## src/tx_ctrl_map.vh

```
// Register map, field positions, reset values and timing for the RF
// transmit control block. Definitions only; included by bare name.
`ifndef TX_CTRL_MAP_VH
`define TX_CTRL_MAP_VH

// Byte offsets on the register bus
`define REG_CTRL       8'h00
`define REG_FRAME      8'h04
`define REG_RATE       8'h08
`define REG_RFRESET    8'h0C
`define REG_STATUS     8'h10
`define REG_MASK       8'h14
`define WIN_BASE       8'h40
`define WIN_MASK       8'hC0
// Paged bank: register indices, byte address is four times the index
`define BANK_IDX_LO    8'h38
`define BANK_IDX_HI    8'h3B
`define BANK_MASK      8'hF0

// Control register fields
`define GO_BIT         7
`define PAGE_BIT       6
`define EOM_BIT        5
`define PWR_MSB        4

// Status and mask fields
`define DONE_BIT       0
`define ERR_BIT        1

// Reset values
`define CTRL_RST       8'h00
`define FRAME_RST      8'h00
`define STATUS_RST     2'h0
`define MASK_RST       2'h0

// Timing
`define EOM_BITS       2
`define CLK_PERIOD_NS  10
`define BIT_TIME_NS    104167

`endif

```

## src/rf_sync2.v

```verilog
// Two-stage synchroniser for a vector of independent levels.
// Assumes each bit is a slow level from outside the ref_clk domain.
module rf_sync2 #(
  parameter W = 4
) (
  input  wire         ref_clk,
  input  wire         rst_n,
  input  wire [W-1:0] asyncIn,
  output wire [W-1:0] syncOut
);

  reg [W-1:0] stage1_q;
  reg [W-1:0] stage2_q;

  always @(posedge ref_clk or negedge rst_n) begin
    if (!rst_n) begin
      stage1_q <= {W{1'b0}};
      stage2_q <= {W{1'b0}};
    end else begin
      stage1_q <= asyncIn;
      stage2_q <= stage1_q;
    end
  end

  assign syncOut = stage2_q;

endmodule

```

## src/rf_transmit_control.v

```verilog
// RF transmit control register block with data buffer window, paged
// register bank, interrupt status and a bit serializer.
// Assumes a classic Wishbone master on ref_clk and asynchronous pins
// for the RF power-on reset and the three fault detectors.
//
// Contract
// - Setting go bit 7 starts sending buffer data for the frame length.
// - Go clears by hardware at transmission end and on RF module reset.
// - Writing zero to go aborts the transmission in progress.
// - Page bit 6 maps the 16-byte window to lower or upper buffer half.
// - Page bit also switches lower/upper bank at indices 0x38 to 0x3B.
// - Page bit is cleared by system reset only, not RF module reset.
// - End-marker bit 5 appends two data-one bit periods per datagram.
// - End-marker bit is forced to zero by RF module reset.
// - Power field bits 4:0 resets to zero; zero means low power level.
// - Nonzero power codes step output level upward by half a decibel.
// - Frame carries length field plus one bits; zero sends nothing.
// - RF module reset from power-on pin or soft bit; buffer kept.
// - Go clearing at transmission end sets done flag and interrupt.
// - Fault stops RF output, clears go, sets the error flag.
//
// The Wishbone interface to the registers and the placing of the registers were chosen for this implementation.
`include "tx_ctrl_map.vh"

module rf_transmit_control #(
  parameter BIT_CYCLES = `BIT_TIME_NS / `CLK_PERIOD_NS
) (
  input  wire        ref_clk,
  input  wire        rst_n,
  input  wire        wb_cyc_i,
  input  wire        wb_stb_i,
  input  wire        wb_we_i,
  input  wire [7:0]  wb_adr_i,
  input  wire [3:0]  wb_sel_i,
  input  wire [31:0] wb_dat_i,
  output wire [31:0] wb_dat_o,
  output wire        wb_ack_o,
  input  wire        rfPowerOnReset,
  input  wire        lockTimeout,
  input  wire        lockLost,
  input  wire        xtalFail,
  output wire        rfOn,
  output wire        rfData,
  output wire [4:0]  ampPowerLevel,
  output wire        irq
);

  localparam [15:0] RATE_RST = BIT_CYCLES[15:0];

  // Byte write with lane enable
  function [7:0] laneByte;
    input [7:0] oldVal;
    input [7:0] newVal;
    input       laneEn;
    begin
      laneByte = laneEn ? newVal : oldVal;
    end
  endfunction

  // Write strobe for one register offset
  function wrHit;
    input [7:0] adr;
    input [7:0] offset;
    input       strobe;
    begin
      wrHit = strobe & (adr == offset);
    end
  endfunction

  // Buffer and paged bank storage
  reg [7:0] buffer [0:31];
  reg [7:0] bank   [0:7];

  // Registers
  reg        go_q;
  reg        page_q;
  reg        eom_q;
  reg [4:0]  pwr_q;
  reg [7:0]  frame_q;
  reg [15:0] rate_q;
  reg        softRst_q;
  reg [1:0]  status_q;
  reg [1:0]  mask_q;
  reg        ack_q;
  reg [31:0] rdData_q;
  reg        rfOn_q;
  reg        irq_q;

  reg        go_d;
  reg [1:0]  status_d;
  reg [31:0] rdData_d;

  // Synchronised pins
  wire [3:0] pinSync;
  wire       porSync;
  wire       faultSync;

  rf_sync2 #(
    .W (4)
  ) u_sync (
    .ref_clk (ref_clk),
    .rst_n   (rst_n),
    .asyncIn ({xtalFail, lockLost, lockTimeout, rfPowerOnReset}),
    .syncOut (pinSync)
  );

  assign porSync   = pinSync[0];
  assign faultSync = |pinSync[3:1];

  // RF module reset; the buffer never sees it
  wire rfRst = porSync | softRst_q;

  // Bus decode
  wire       req     = wb_cyc_i & wb_stb_i;
  wire       wrEn    = req & wb_we_i & ack_q & wb_sel_i[0];
  wire [7:0] wrByte  = wb_dat_i[7:0];
  wire       hitCtrl = (wb_adr_i == `REG_CTRL);
  wire       hitWin  = ((wb_adr_i & `WIN_MASK) == `WIN_BASE);
  wire [7:0] bankLo  = `BANK_IDX_LO << 2;
  wire       hitBank = ((wb_adr_i & `BANK_MASK) == bankLo);
  wire [4:0] winIdx  = {page_q, wb_adr_i[5:2]};
  wire [2:0] bankIdx = {page_q, wb_adr_i[3:2]};
  wire       wrCtrl  = wrEn & hitCtrl;
  wire       wrFrame   = wrHit(wb_adr_i, `REG_FRAME, wrEn);
  wire       wrRate    = wrHit(wb_adr_i, `REG_RATE, wrEn);
  wire       wrRfReset = wrHit(wb_adr_i, `REG_RFRESET, wrEn);
  wire       wrStatus  = wrHit(wb_adr_i, `REG_STATUS, wrEn);
  wire       wrMask    = wrHit(wb_adr_i, `REG_MASK, wrEn);

  // Serializer
  wire [7:0] bitIndex;
  wire       txBusy;
  wire       txData;
  wire       txFinished;
  wire       bitValue;
  wire       faultEvent;
  wire       swAbort;
  wire       txStart;
  wire       txAbort;

  assign bitValue   = buffer[bitIndex[7:3]][3'd7 - bitIndex[2:0]];
  assign faultEvent = faultSync & go_q;
  assign swAbort    = wrCtrl & ~wrByte[`GO_BIT] & go_q;
  assign txStart    = wrCtrl & wrByte[`GO_BIT] & ~go_q & ~rfRst;
  assign txAbort    = swAbort | faultEvent;

  tx_serializer u_ser (
    .ref_clk   (ref_clk),
    .rst_n     (rst_n),
    .clear     (rfRst),
    .start     (txStart),
    .abort     (txAbort),
    .frameLen  (frame_q),
    .eomEn     (eom_q),
    .bitCycles (rate_q),
    .bitValue  (bitValue),
    .bitIndex  (bitIndex),
    .busy      (txBusy),
    .txData    (txData),
    .finished  (txFinished)
  );

  // Go bit next value
  always @* begin
    go_d = go_q;
    if (wrCtrl)
      go_d = wrByte[`GO_BIT];
    if (txFinished)
      go_d = 1'b0;
    if (faultEvent)
      go_d = 1'b0;
    if (rfRst)
      go_d = 1'b0;
  end

  // Sticky flags: hardware set wins over write-one clear
  always @* begin
    status_d = status_q;
    if (wrStatus)
      status_d = status_q & ~wrByte[1:0];
    if (txFinished && go_q)
      status_d[`DONE_BIT] = 1'b1;
    if (faultEvent)
      status_d[`ERR_BIT] = 1'b1;
  end

  // Read mux
  always @* begin
    rdData_d = 32'h0000_0000;
    if (hitWin)
      rdData_d[7:0] = buffer[winIdx];
    else if (hitBank)
      rdData_d[7:0] = bank[bankIdx];
    else begin
      case (wb_adr_i)
        `REG_CTRL:    rdData_d[7:0] = {go_q, page_q, eom_q, pwr_q};
        `REG_FRAME:   rdData_d[7:0] = frame_q;
        `REG_RATE:    rdData_d[15:0] = rate_q;
        `REG_STATUS:  rdData_d[1:0] = status_q;
        `REG_MASK:    rdData_d[1:0] = mask_q;
        default:      rdData_d = 32'h0000_0000;
      endcase
    end
  end

  // Bus handshake: ack one cycle after the request, dropped next cycle
  always @(posedge ref_clk or negedge rst_n) begin
    if (!rst_n) begin
      ack_q    <= 1'b0;
      rdData_q <= 32'h0000_0000;
    end else begin
      ack_q    <= req & ~ack_q;
      rdData_q <= rdData_d;
    end
  end

  // Page bit tracks system reset only
  always @(posedge ref_clk or negedge rst_n) begin
    if (!rst_n)
      page_q <= 1'b0;
    else if (wrCtrl)
      page_q <= wrByte[`PAGE_BIT];
  end

  // RF module registers
  always @(posedge ref_clk or negedge rst_n) begin
    if (!rst_n) begin
      go_q   <= 1'b0;
      eom_q  <= 1'b0;
      pwr_q  <= 5'h00;
      frame_q <= `FRAME_RST;
      rate_q <= RATE_RST;
    end else begin
      go_q <= go_d;
      if (rfRst) begin
        eom_q   <= 1'b0;
        pwr_q   <= 5'h00;
        frame_q <= `FRAME_RST;
        rate_q  <= RATE_RST;
      end else begin
        if (wrCtrl) begin
          eom_q <= wrByte[`EOM_BIT];
          pwr_q <= wrByte[`PWR_MSB:0];
        end
        if (wrFrame)
          frame_q <= wrByte;
        if (wrRate)
          rate_q <= {laneByte(rate_q[15:8], wb_dat_i[15:8], wb_sel_i[1]),
                     wrByte};
      end
    end
  end

  // Soft RF reset pulse, status, mask, output stage
  always @(posedge ref_clk or negedge rst_n) begin
    if (!rst_n) begin
      softRst_q <= 1'b0;
      status_q  <= `STATUS_RST;
      mask_q    <= `MASK_RST;
      rfOn_q    <= 1'b0;
      irq_q     <= 1'b0;
    end else begin
      softRst_q <= wrRfReset & wrByte[0];
      status_q  <= status_d;
      if (wrMask)
        mask_q <= wrByte[1:0];
      rfOn_q <= txBusy & ~txAbort & ~rfRst;
      irq_q  <= |(status_q & mask_q);
    end
  end

  // Buffer and bank writes; no reset so RF reset leaves contents alone
  always @(posedge ref_clk) begin
    if (wrEn && hitWin)
      buffer[winIdx] <= wrByte;
    if (wrEn && hitBank)
      bank[bankIdx] <= wrByte;
  end

  assign wb_ack_o      = ack_q;
  assign wb_dat_o      = rdData_q;
  assign rfOn          = rfOn_q;
  assign rfData        = txData;
  assign ampPowerLevel = pwr_q;
  assign irq           = irq_q;

endmodule

```

## src/tx_serializer.v

```verilog
// Bit serializer: sends frameLen+1 buffer bits, then an optional tail; frameLen zero sends nothing.
// Assumes the caller supplies bitValue for bitIndex in the same cycle.
module tx_serializer (
  input  wire        ref_clk,
  input  wire        rst_n,
  input  wire        clear,
  input  wire        start,
  input  wire        abort,
  input  wire [7:0]  frameLen,
  input  wire        eomEn,
  input  wire [15:0] bitCycles,
  input  wire        bitValue,
  output wire [7:0]  bitIndex,
  output wire        busy,
  output wire        txData,
  output wire        finished
);

  localparam IDLE = 2'd0;
  localparam DATA = 2'd1;
  localparam TAIL = 2'd2;

  reg [1:0]  state_q;
  reg [15:0] divCnt_q;
  reg [7:0]  idx_q;
  reg [1:0]  tailCnt_q;
  reg        data_q;
  reg        fin_q;
  wire       tick;
  wire [15:0] lastCnt;

  assign lastCnt = (bitCycles == 16'h0000) ? 16'h0000 : bitCycles - 16'h0001;
  assign tick    = (divCnt_q == lastCnt);

  always @(posedge ref_clk or negedge rst_n) begin
    if (!rst_n) begin
      state_q   <= IDLE;
      divCnt_q  <= 16'h0000;
      idx_q     <= 8'h00;
      tailCnt_q <= 2'd0;
      data_q    <= 1'b0;
      fin_q     <= 1'b0;
    end else begin
      fin_q  <= 1'b0;
      divCnt_q <= (state_q == IDLE || tick) ? 16'h0000 : divCnt_q + 16'h0001;
      case (state_q)
        IDLE: begin
          data_q <= 1'b0;
          idx_q  <= 8'h00;
          if (start && !clear && !abort) begin
            if (frameLen == 8'h00)
              fin_q <= 1'b1;            // Nothing sent
            else
              state_q <= DATA;
          end
        end
        DATA: begin
          data_q <= bitValue;
          if (tick) begin
            if (idx_q == frameLen) begin  // Length plus one bits
              if (eomEn) begin
                state_q   <= TAIL;
                tailCnt_q <= 2'd0;
              end else begin
                state_q <= IDLE;
                fin_q   <= 1'b1;
              end
            end else begin
              idx_q <= idx_q + 8'h01;
            end
          end
        end
        TAIL: begin
          data_q <= 1'b1;                 // Data-one carrier state
          if (tick) begin
            if ({30'd0, tailCnt_q} == `EOM_BITS - 1) begin
              state_q <= IDLE;
              fin_q   <= 1'b1;
            end else begin
              tailCnt_q <= tailCnt_q + 2'd1;
            end
          end
        end
        default: state_q <= IDLE;
      endcase
      if (clear || abort) begin           // Stop at once
        state_q <= IDLE;
        data_q  <= 1'b0;
        fin_q   <= 1'b0;
      end
    end
  end

  assign bitIndex = idx_q;
  assign busy     = (state_q != IDLE);
  assign txData   = data_q;
  assign finished = fin_q;

endmodule
```

## config.mk

```make
export PLATFORM = sky130hd
export DESIGN_NAME = rf_transmit_control
export DESIGN_NICKNAME = d
export VERILOG_FILES = /design/src/rf_sync2.v /design/src/rf_transmit_control.v /design/src/tx_serializer.v
export VERILOG_INCLUDE_DIRS = /design/src
export SDC_FILE = /design/constraint.sdc
export NUM_CORES = 1
export LEC_CHECK = 0
export BUFFER_PORTS_ARGS = -buffer_cell sky130_fd_sc_hd__buf_2
export CORE_ASPECT_RATIO = 1.1
export CORE_UTILIZATION = 52
export CTS_CLUSTER_DIAMETER = 200
export DETAILED_ROUTE_END_ITERATION = 10
export PLACE_DENSITY_LB_ADDON = 0.2
export SLEW_MARGIN = 20
export SYNTH_ARGS = -nofsm -noshare
export SYNTH_HDL_FRONTEND = slang
export SYNTH_SLANG_ARGS = --single-unit
```

## constraint.sdc

```tcl
create_clock -name ref_clk -period 4.35 [get_ports ref_clk]
set_input_delay 0.435 -clock ref_clk [delete_from_list [all_inputs] [get_ports ref_clk]]
set_output_delay 0.435 -clock ref_clk [all_outputs]
set_load 0.01 [all_outputs]
```

* After elaboration in Yosys (flattened, before gate mapping)
Memory sizes are Yosys's and may differ from the RTL's.
Index checks and enable logic that the tools add are counted.
** Storage, ports and cells
- Flip-flop bits (word level) :: 110
- Bits in latches :: 0
- Memory bits (writable) :: 320
- Memory bits (read-only) :: 0
- Bits of input ports :: 53
- Output and inout bits :: 41
- Logic and storage cells :: 175
- Memories :: 2
** Memories
- buffer :: depth 32, width 8, rd ports 2, clocked after memory_dff 0, write ports 1, RTL line rf_transmit_control.v:71 : reg [7:0] buffer [0:31];
- bank :: depth 8, width 8, rd ports 1, clocked after memory_dff 0, write ports 1, RTL line rf_transmit_control.v:72 : reg [7:0] bank [0:7];
** Operators by class
- Add/subtract/negate cells :: 5
- $mul :: 0
- Divide/modulo/power cells :: 0
- Order comparisons :: 1
- Equal/unequal tests :: 24
- Shift-type cells :: 0
- Multiplexer cells :: 60
- Bitwise operators :: 30
- Reduce and logical (&&, ||, !) cells :: 30
** Operator list (count)
- $mux W8 :: 10
- $mux W16 :: 4
- $mux W2 :: 14
- $mux W1 :: 22
- $and A1 B1 Y1 :: 20
- $pmux W6 S3 :: 1
- $reduce_bool A2 Y1 :: 9
- $add A16 B1 Y16 const B :: 1
- $eq A16 B16 Y1 :: 1
- $eq A8 B4 Y1 const B :: 2
- $eq A8 B5 Y1 const B :: 2
- $logic_not A16 Y1 :: 1
- $logic_not A8 Y1 :: 2
- $pmux W8 S2 :: 1
- $sub A16 B1 Y16 const B :: 1
- $ne A3 B1 Y1 const B :: 4
- $reduce_and A6 Y1 :: 2
- $mux W5 :: 2
- $pmux W2 S5 :: 1
- $add A8 B1 Y8 const B :: 1
- $eq A8 B3 Y1 const B :: 1
- $eq A8 B8 Y1 :: 1
- $reduce_bool A4 Y1 :: 2
- $eq A2 B1 Y1 const B :: 3
- other kinds (24) :: 42

* Logic depth before layout (Yosys ltp)
- Word-level depth :: 13
- Gate-level depth with buffers :: 14
- Mapped depth without buffers :: 11

* Hierarchy
From an unflattened synthesis, not the netlist that was laid out.
** Unflattened totals
- Cells, all modules :: 1317
- Area total of the unflattened synthesis :: 20059.2 µm²
** By module, submodules not included
- rf_transmit_control :: instances 1, cells each 984, area each 17196.5 µm², sequential area each 11016.8 µm²
- tx_serializer :: instances 1, cells each 325, area each 2662.6 µm², sequential area each 750.7 µm²
- rf_sync2 :: instances 1, cells each 8, area each 200.2 µm², sequential area each 200.2 µm²

* Least setup slack after synthesis
Ideal clock, no wire load.
- Path type :: input to register
- From :: input port wb_adr_i[3]
- To :: memory bank[3][0] (enable)
- Library setup time :: 0.383 ns
- Arrival :: 2.794 ns
- Required time :: 3.967 ns
- Path slack :: 1.173 ns
- Stages :: 7
- Buffers on the path :: 5
- Cell sequence :: clkbuf_1 > clkbuf_1 > buf_1 > clkbuf_1 > clkbuf_1 > nand2_1 > nor3_1
** RTL lines
- start: declaration :: RTL line rf_transmit_control.v:33 : input wire [7:0] wb_adr_i,
- end: declaration :: RTL line rf_transmit_control.v:72
No word-level cell before the write port.

* Worst setup path in the final report
- From :: register rate_q[0]
- To :: register u_ser.divCnt_q[8]
** Between the ends
- Cells in the longest elaborated chain, start to end :: 5
- Elaborated cells on any way between the ends :: 6
- Classes of those cells :: 1 x add/sub; 1 x eq/ne; 2 x mux; 2 x reduce/logical
** Ends and longest elaborated chain
- start: declaration :: RTL line rf_transmit_control.v:80 : reg [15:0] rate_q;
- start signal: assignment :: RTL line rf_transmit_control.v:248 : rate_q <= {laneByte(rate_q[15:8], wb_dat_i[15:8], wb_sel_i[1]),
- $sub A16 B1 Y16 / $logic_not A16 Y1 (equally long branches) :: RTL line tx_serializer.v:32 : assign lastCnt = (bitCycles == 16'h0000) ? 16'h0000 : bitCycles - 16'h0001;
- $mux W16 * :: RTL line tx_serializer.v:32
- $eq A16 B16 Y1 * :: RTL line tx_serializer.v:33 : assign tick = (divCnt_q == lastCnt);
- $logic_or A1 B1 Y1 * :: RTL line tx_serializer.v:45 : divCnt_q <= (state_q == IDLE || tick) ? 16'h0000 : divCnt_q + 16'h0001;
- $mux W16 * :: RTL line tx_serializer.v:45
- end signal: assignment :: RTL line tx_serializer.v:45
- end: declaration :: RTL line tx_serializer.v:24 : reg [15:0] divCnt_q;
Every way passes the cells marked *; elsewhere a longest branch is shown, timed or not.
A chain may end at the register's enable or synchronous reset.

==> flow_metrics.tcl <==
set metrics [dict create \
    outcome "finished clean" \
    antenna_cells 0 \
    synth_top_family_by_area "multiplexers" \
    leakage_nw 7.488 \
    critPathLaunchType "register" \
    netlist_area_um2 19810 \
    rows 74 \
    post-dp-hpwl_mm 30.74 \
    gp_congestion 0.8640 \
    grt_pass1_vias 11270 \
    synthTopCellsByArea "edfxtp_1, mux4_2, dfrtp_1, mux2i_1, nor2_1" \
    track_usage_pct 24.30 \
    cap_violations 0 \
    cp-end-kind "register" \
    cp-startpoint "rate_q[0]$_DFFE_PN0P_" \
    ctsResizeCount 0 \
    critPathRequiredTime_ns 4.76 \
    yosys.area_share.simple_pct 8.167 \
    endpoint "u_ser.divCnt_q[8]$_DFF_PN0_" \
    core_area_um2 37310 \
    cts_tree "built" \
    numCtsBuffers 43 \
    r2r_start "rate_q[0]$_DFFE_PN0P_" \
    numPortBuffers 59 \
    finalSetupTns_ns 0 \
    r2r-end "u_ser.divCnt_q[8]$_DFF_PN0_" \
    ys_ff_latch 414 \
    p_sw_share_pct 21.24 \
    ir_worst_vdd_v 0.0002655 \
    grt_max_degree 67 \
    cp_max_fo 16 \
    postPlaceCellArea_um2 20600 \
    num_vias 11160 \
    fin_crit_ns 3.601 \
    yosysTopAreaCell "edfxtp_1" \
    grt_pass1_wl_mm 69.63 \
    ios 94 \
    fin_nets 1332 \
    yosys_warnings 0 \
    finClkSkew_ns 0.01541 \
    synth-xor-area-share_pct 1.813 \
    r2r_cells 11 \
    drtPass1Iterations 5 \
    clkTransAtPathRegs_ns 0.06 \
    cp_num_cells 11 \
    via_per_inst 6.208 \
    hold_violations 0 \
    synthMuxAreaShare_pct 22.99 \
    crit_type "reg -> reg" \
    critPathBufInv 1 \
    cts_htree_levels 2 \
    synth_compound_area_share_pct 3.329 \
    async_flop_share_pct 22.71 \
    clkPwrFrac_pct 43.1 \
    max_stage_delay_ns 0.59 \
    clock-sinks 414 \
    hold_buffers 5 \
    totalWireLength_mm 46.18 \
    combPwrFrac_pct 4.2 \
    grt_setup_unrepaired "no" \
    seq_area_frac_synth_pct 60.42 \
    finalSetupViolCount 0 \
    drtIter0Drc 1059 \
    synthAdderAreaFrac_pct 0.5685 \
    cts_max_path_buffers 3 \
    max_freq_mhz 277.7 \
    path_cells "inv_1 -> ha_1 -> nor3b_4 -> nand2_1 -> xor2_1 -> o21bai_1 -> a221o_1 -> or4b_4 -> nor2_4 -> or2_1 -> nor2_1" \
    p_int_mw 6.395 \
    yosysMostFrequentCell "edfxtp_1" \
    synth.avg_cell_area_um2 16.38 \
    final_layout_size_suffix_gt1_share_pct 28.47 \
    cts_setup_buffers 0 \
    syn2layout_area_growth_pct 10.93 \
    crit_slowest_cell "or4b_4" \
    grt_overflow_total 0 \
    grt_antenna_before_repair 1 \
    ant_nets 0 \
    power_density_nw_per_um2 369.5 \
    synth_cell_types 83 \
    synthTopCellsByCount "edfxtp_1, mux4_2, dfrtp_1, nor2_1, nand2_1" \
    maxSlewHeadroom_pct 30.74 \
    hold_class "in -> reg" \
    crit_family "simple AND/OR/NAND/NOR gates" \
    clock_latency_ns 0.56 \
    floorplan.initialDensity_pct 53.09 \
    reg2reg_slack_ns 0.75 \
    arrival_ns 4.01 \
    seqPwrFrac_pct 52.7 \
    fin_crit_sh_pct 82.79 \
    syn_inst 1209 \
    die-width_um 188.1 \
    worstMarginPinSlew_ns 1.039 \
    synth_top_area_share_pct 48.51 \
    fin_hold_ws_ns 0.1296 \
    power_switching_mw 1.725 \
    post_drt_wl_per_cell_um 25.70 \
    dieArea_um2 38880 \
    clock_tree.root_cell "clkbuf_16" \
    final_max_slew_viol_count 0 \
    synth-edff-count 320 \
    final_area_um2 21970 \
    die_h_um 206.7 \
    drcViolationCount 0 \
    synth_flop_cell "edfxtp_1" \
]
[how the worst min path moves through the flow]
stage | startpoint | endpoint | cells past startpoint
4_1_cts | wb_dat_i[13] | rate_q[13]$_DFFE_PN1P_ | 3
2_1_floorplan | rst_n | ampPowerLevel[0]$_DFFE_PN0P_ | 0
6_report | wb_adr_i[4] | wb_dat_o[10]$_DFF_PN0_ | 2
3_3_place_gp | u_sync.stage1_q[3]$_DFF_PN0_ | u_sync.syncOut[3]$_DFF_PN0_ | 0
5_1_grt | wb_dat_i[11] | rate_q[11]$_DFFE_PN1P_ | 3
3_5_place_dp | u_sync.stage1_q[1]$_DFF_PN0_ | u_sync.syncOut[1]$_DFF_PN0_ | 0
[flip-flops by register name, indices dropped and copies added, names as in the netlist]
register	cells
buffer	256
bank	64
rate_q	16
u_ser.divCnt_q	16
wb_dat_o	16
frame_q	8
u_ser.bitIndex	8
ampPowerLevel	5
u_sync.stage1_q	4
u_sync.syncOut	4
mask_q	2
status_q	2
u_ser.state_q	2
u_ser.tailCnt_q	2
eom_q	1
go_q	1
irq	1
page_q	1
rfOn	1
softRst_q	1
u_ser.finished	1
u_ser.txData	1
wb_ack_o	1
[kinds of logic (layout without fill, tap and decap cells)]
family / count (synthesis) / count (layout)
flip-flops: 414 / 414
AND/OR/NAND/NOR: 308 / 308
multiplexers: 232 / 232
buffers and inverters: 110 / 189
AO/OA/AOI/OAI: 94 / 94
XOR/XNOR: 41 / 41
adder cells (fa/ha/maj): 9 / 9
other: 1 / 16
[cell type report]
class | count | area (um2)
inverters | 15 | 56.30
clock inverters | 21 | 161.4
clock buffers | 57 | 1160
well taps | 494 | 618.1
fillers | 2768 | 15340
repair buffers | 96 | 634.4
multi-input cells | 700 | 7370
flip-flops and latches | 414 | 11970
[power groups by stage]
stage	clock, mW	sequential [mW]	combinational, mW
after floorplan	0	4.36	0.185
after global placement	0	4.36	0.335
after detailed placement	0	4.36	0.340
after CTS	3.56	4.28	0.344
after global routing	3.70	4.28	0.366
final	3.50	4.28	0.341
[stage by stage]
| stage | worst slack (ns) | total power [mW] | utilization, % | instances |
|---|---|---|---|---|
| detailed placement | 0.7653 | 4.702 | 55.21 | 1714 |
| finish | 0.7487 | 8.120 | 58.89 | 1797 |
| floorplan | 1.173 | 4.548 | - | 1224 |
| global placement | 0.8397 | 4.696 | 55.21 | 1714 |
| global route | 0.5248 | 8.345 | 58.89 | 1797 |
| CTS | 0.7389 | 8.189 | 58.89 | 1797 |
[layer usage]
metal | track usage, % | vias up | share of wire, %
li1 | - | 4905 | -
met1 | 32.25 | 5791 | 41
met2 | 40.26 | 400 | 49
met3 | 5.495 | 57 | 7.1
met4 | 7.549 | 2 | 2.6
met5 | 0 | - | 0.017
[cell usage in the layout, fill, tap and decap left out, types with 4 or more instances in the layout]
| cell type | netlist | layout |
|---|---|---|
| xor2_1 | 24 | 24 |
| nand2_1 | 77 | 77 |
| nand4_1 | 7 | 7 |
| o21ai_0 | 14 | 14 |
| nor3_1 | 18 | 18 |
| nor2_1 | 84 | 84 |
| inv_1 | 15 | 15 |
| nand2b_1 | 14 | 14 |
| mux4_2 | 177 | 177 |
| clkinv_1 | 0 | 9 |
| o31ai_1 | 5 | 5 |
| conb_1 | 1 | 16 |
| clkbuf_1 | 45 | 12 |
| clkbuf_16 | 0 | 44 |
| nand3_1 | 40 | 40 |
| o22ai_1 | 4 | 4 |
| o221ai_1 | 6 | 6 |
| and2_1 | 10 | 10 |
| a21oi_1 | 32 | 32 |
| xnor2_1 | 17 | 17 |
| nand3b_1 | 4 | 4 |
| dfstp_2 | 5 | 5 |
| nor2b_1 | 8 | 8 |
| edfxtp_1 | 320 | 320 |
| clkinv_2 | 0 | 7 |
| buf_4 | 18 | 31 |
| mux2_2 | 10 | 10 |
| mux2i_1 | 44 | 44 |
| nor4_1 | 5 | 4 |
| ha_1 | 9 | 9 |
| dfrtp_1 | 89 | 86 |
| buf_2 | 7 | 56 |
| and3_1 | 9 | 9 |
| dlygate4sd3_1 | 0 | 5 |
| or4_1 | 5 | 5 |
[worst reg2reg max path, cell delays in order, from the launching register on]
cell and delay, ns:
dfrtp_1 0.51, inv_1 0.14, ha_1 0.28, nor3b_4 0.32, nand2_1 0.10, xor2_1 0.25
o21bai_1 0.09, a221o_1 0.45, or4b_4 0.60, nor2_4 0.13, or2_1 0.47, nor2_1 0.11
(Power assumes the default switching activity.)
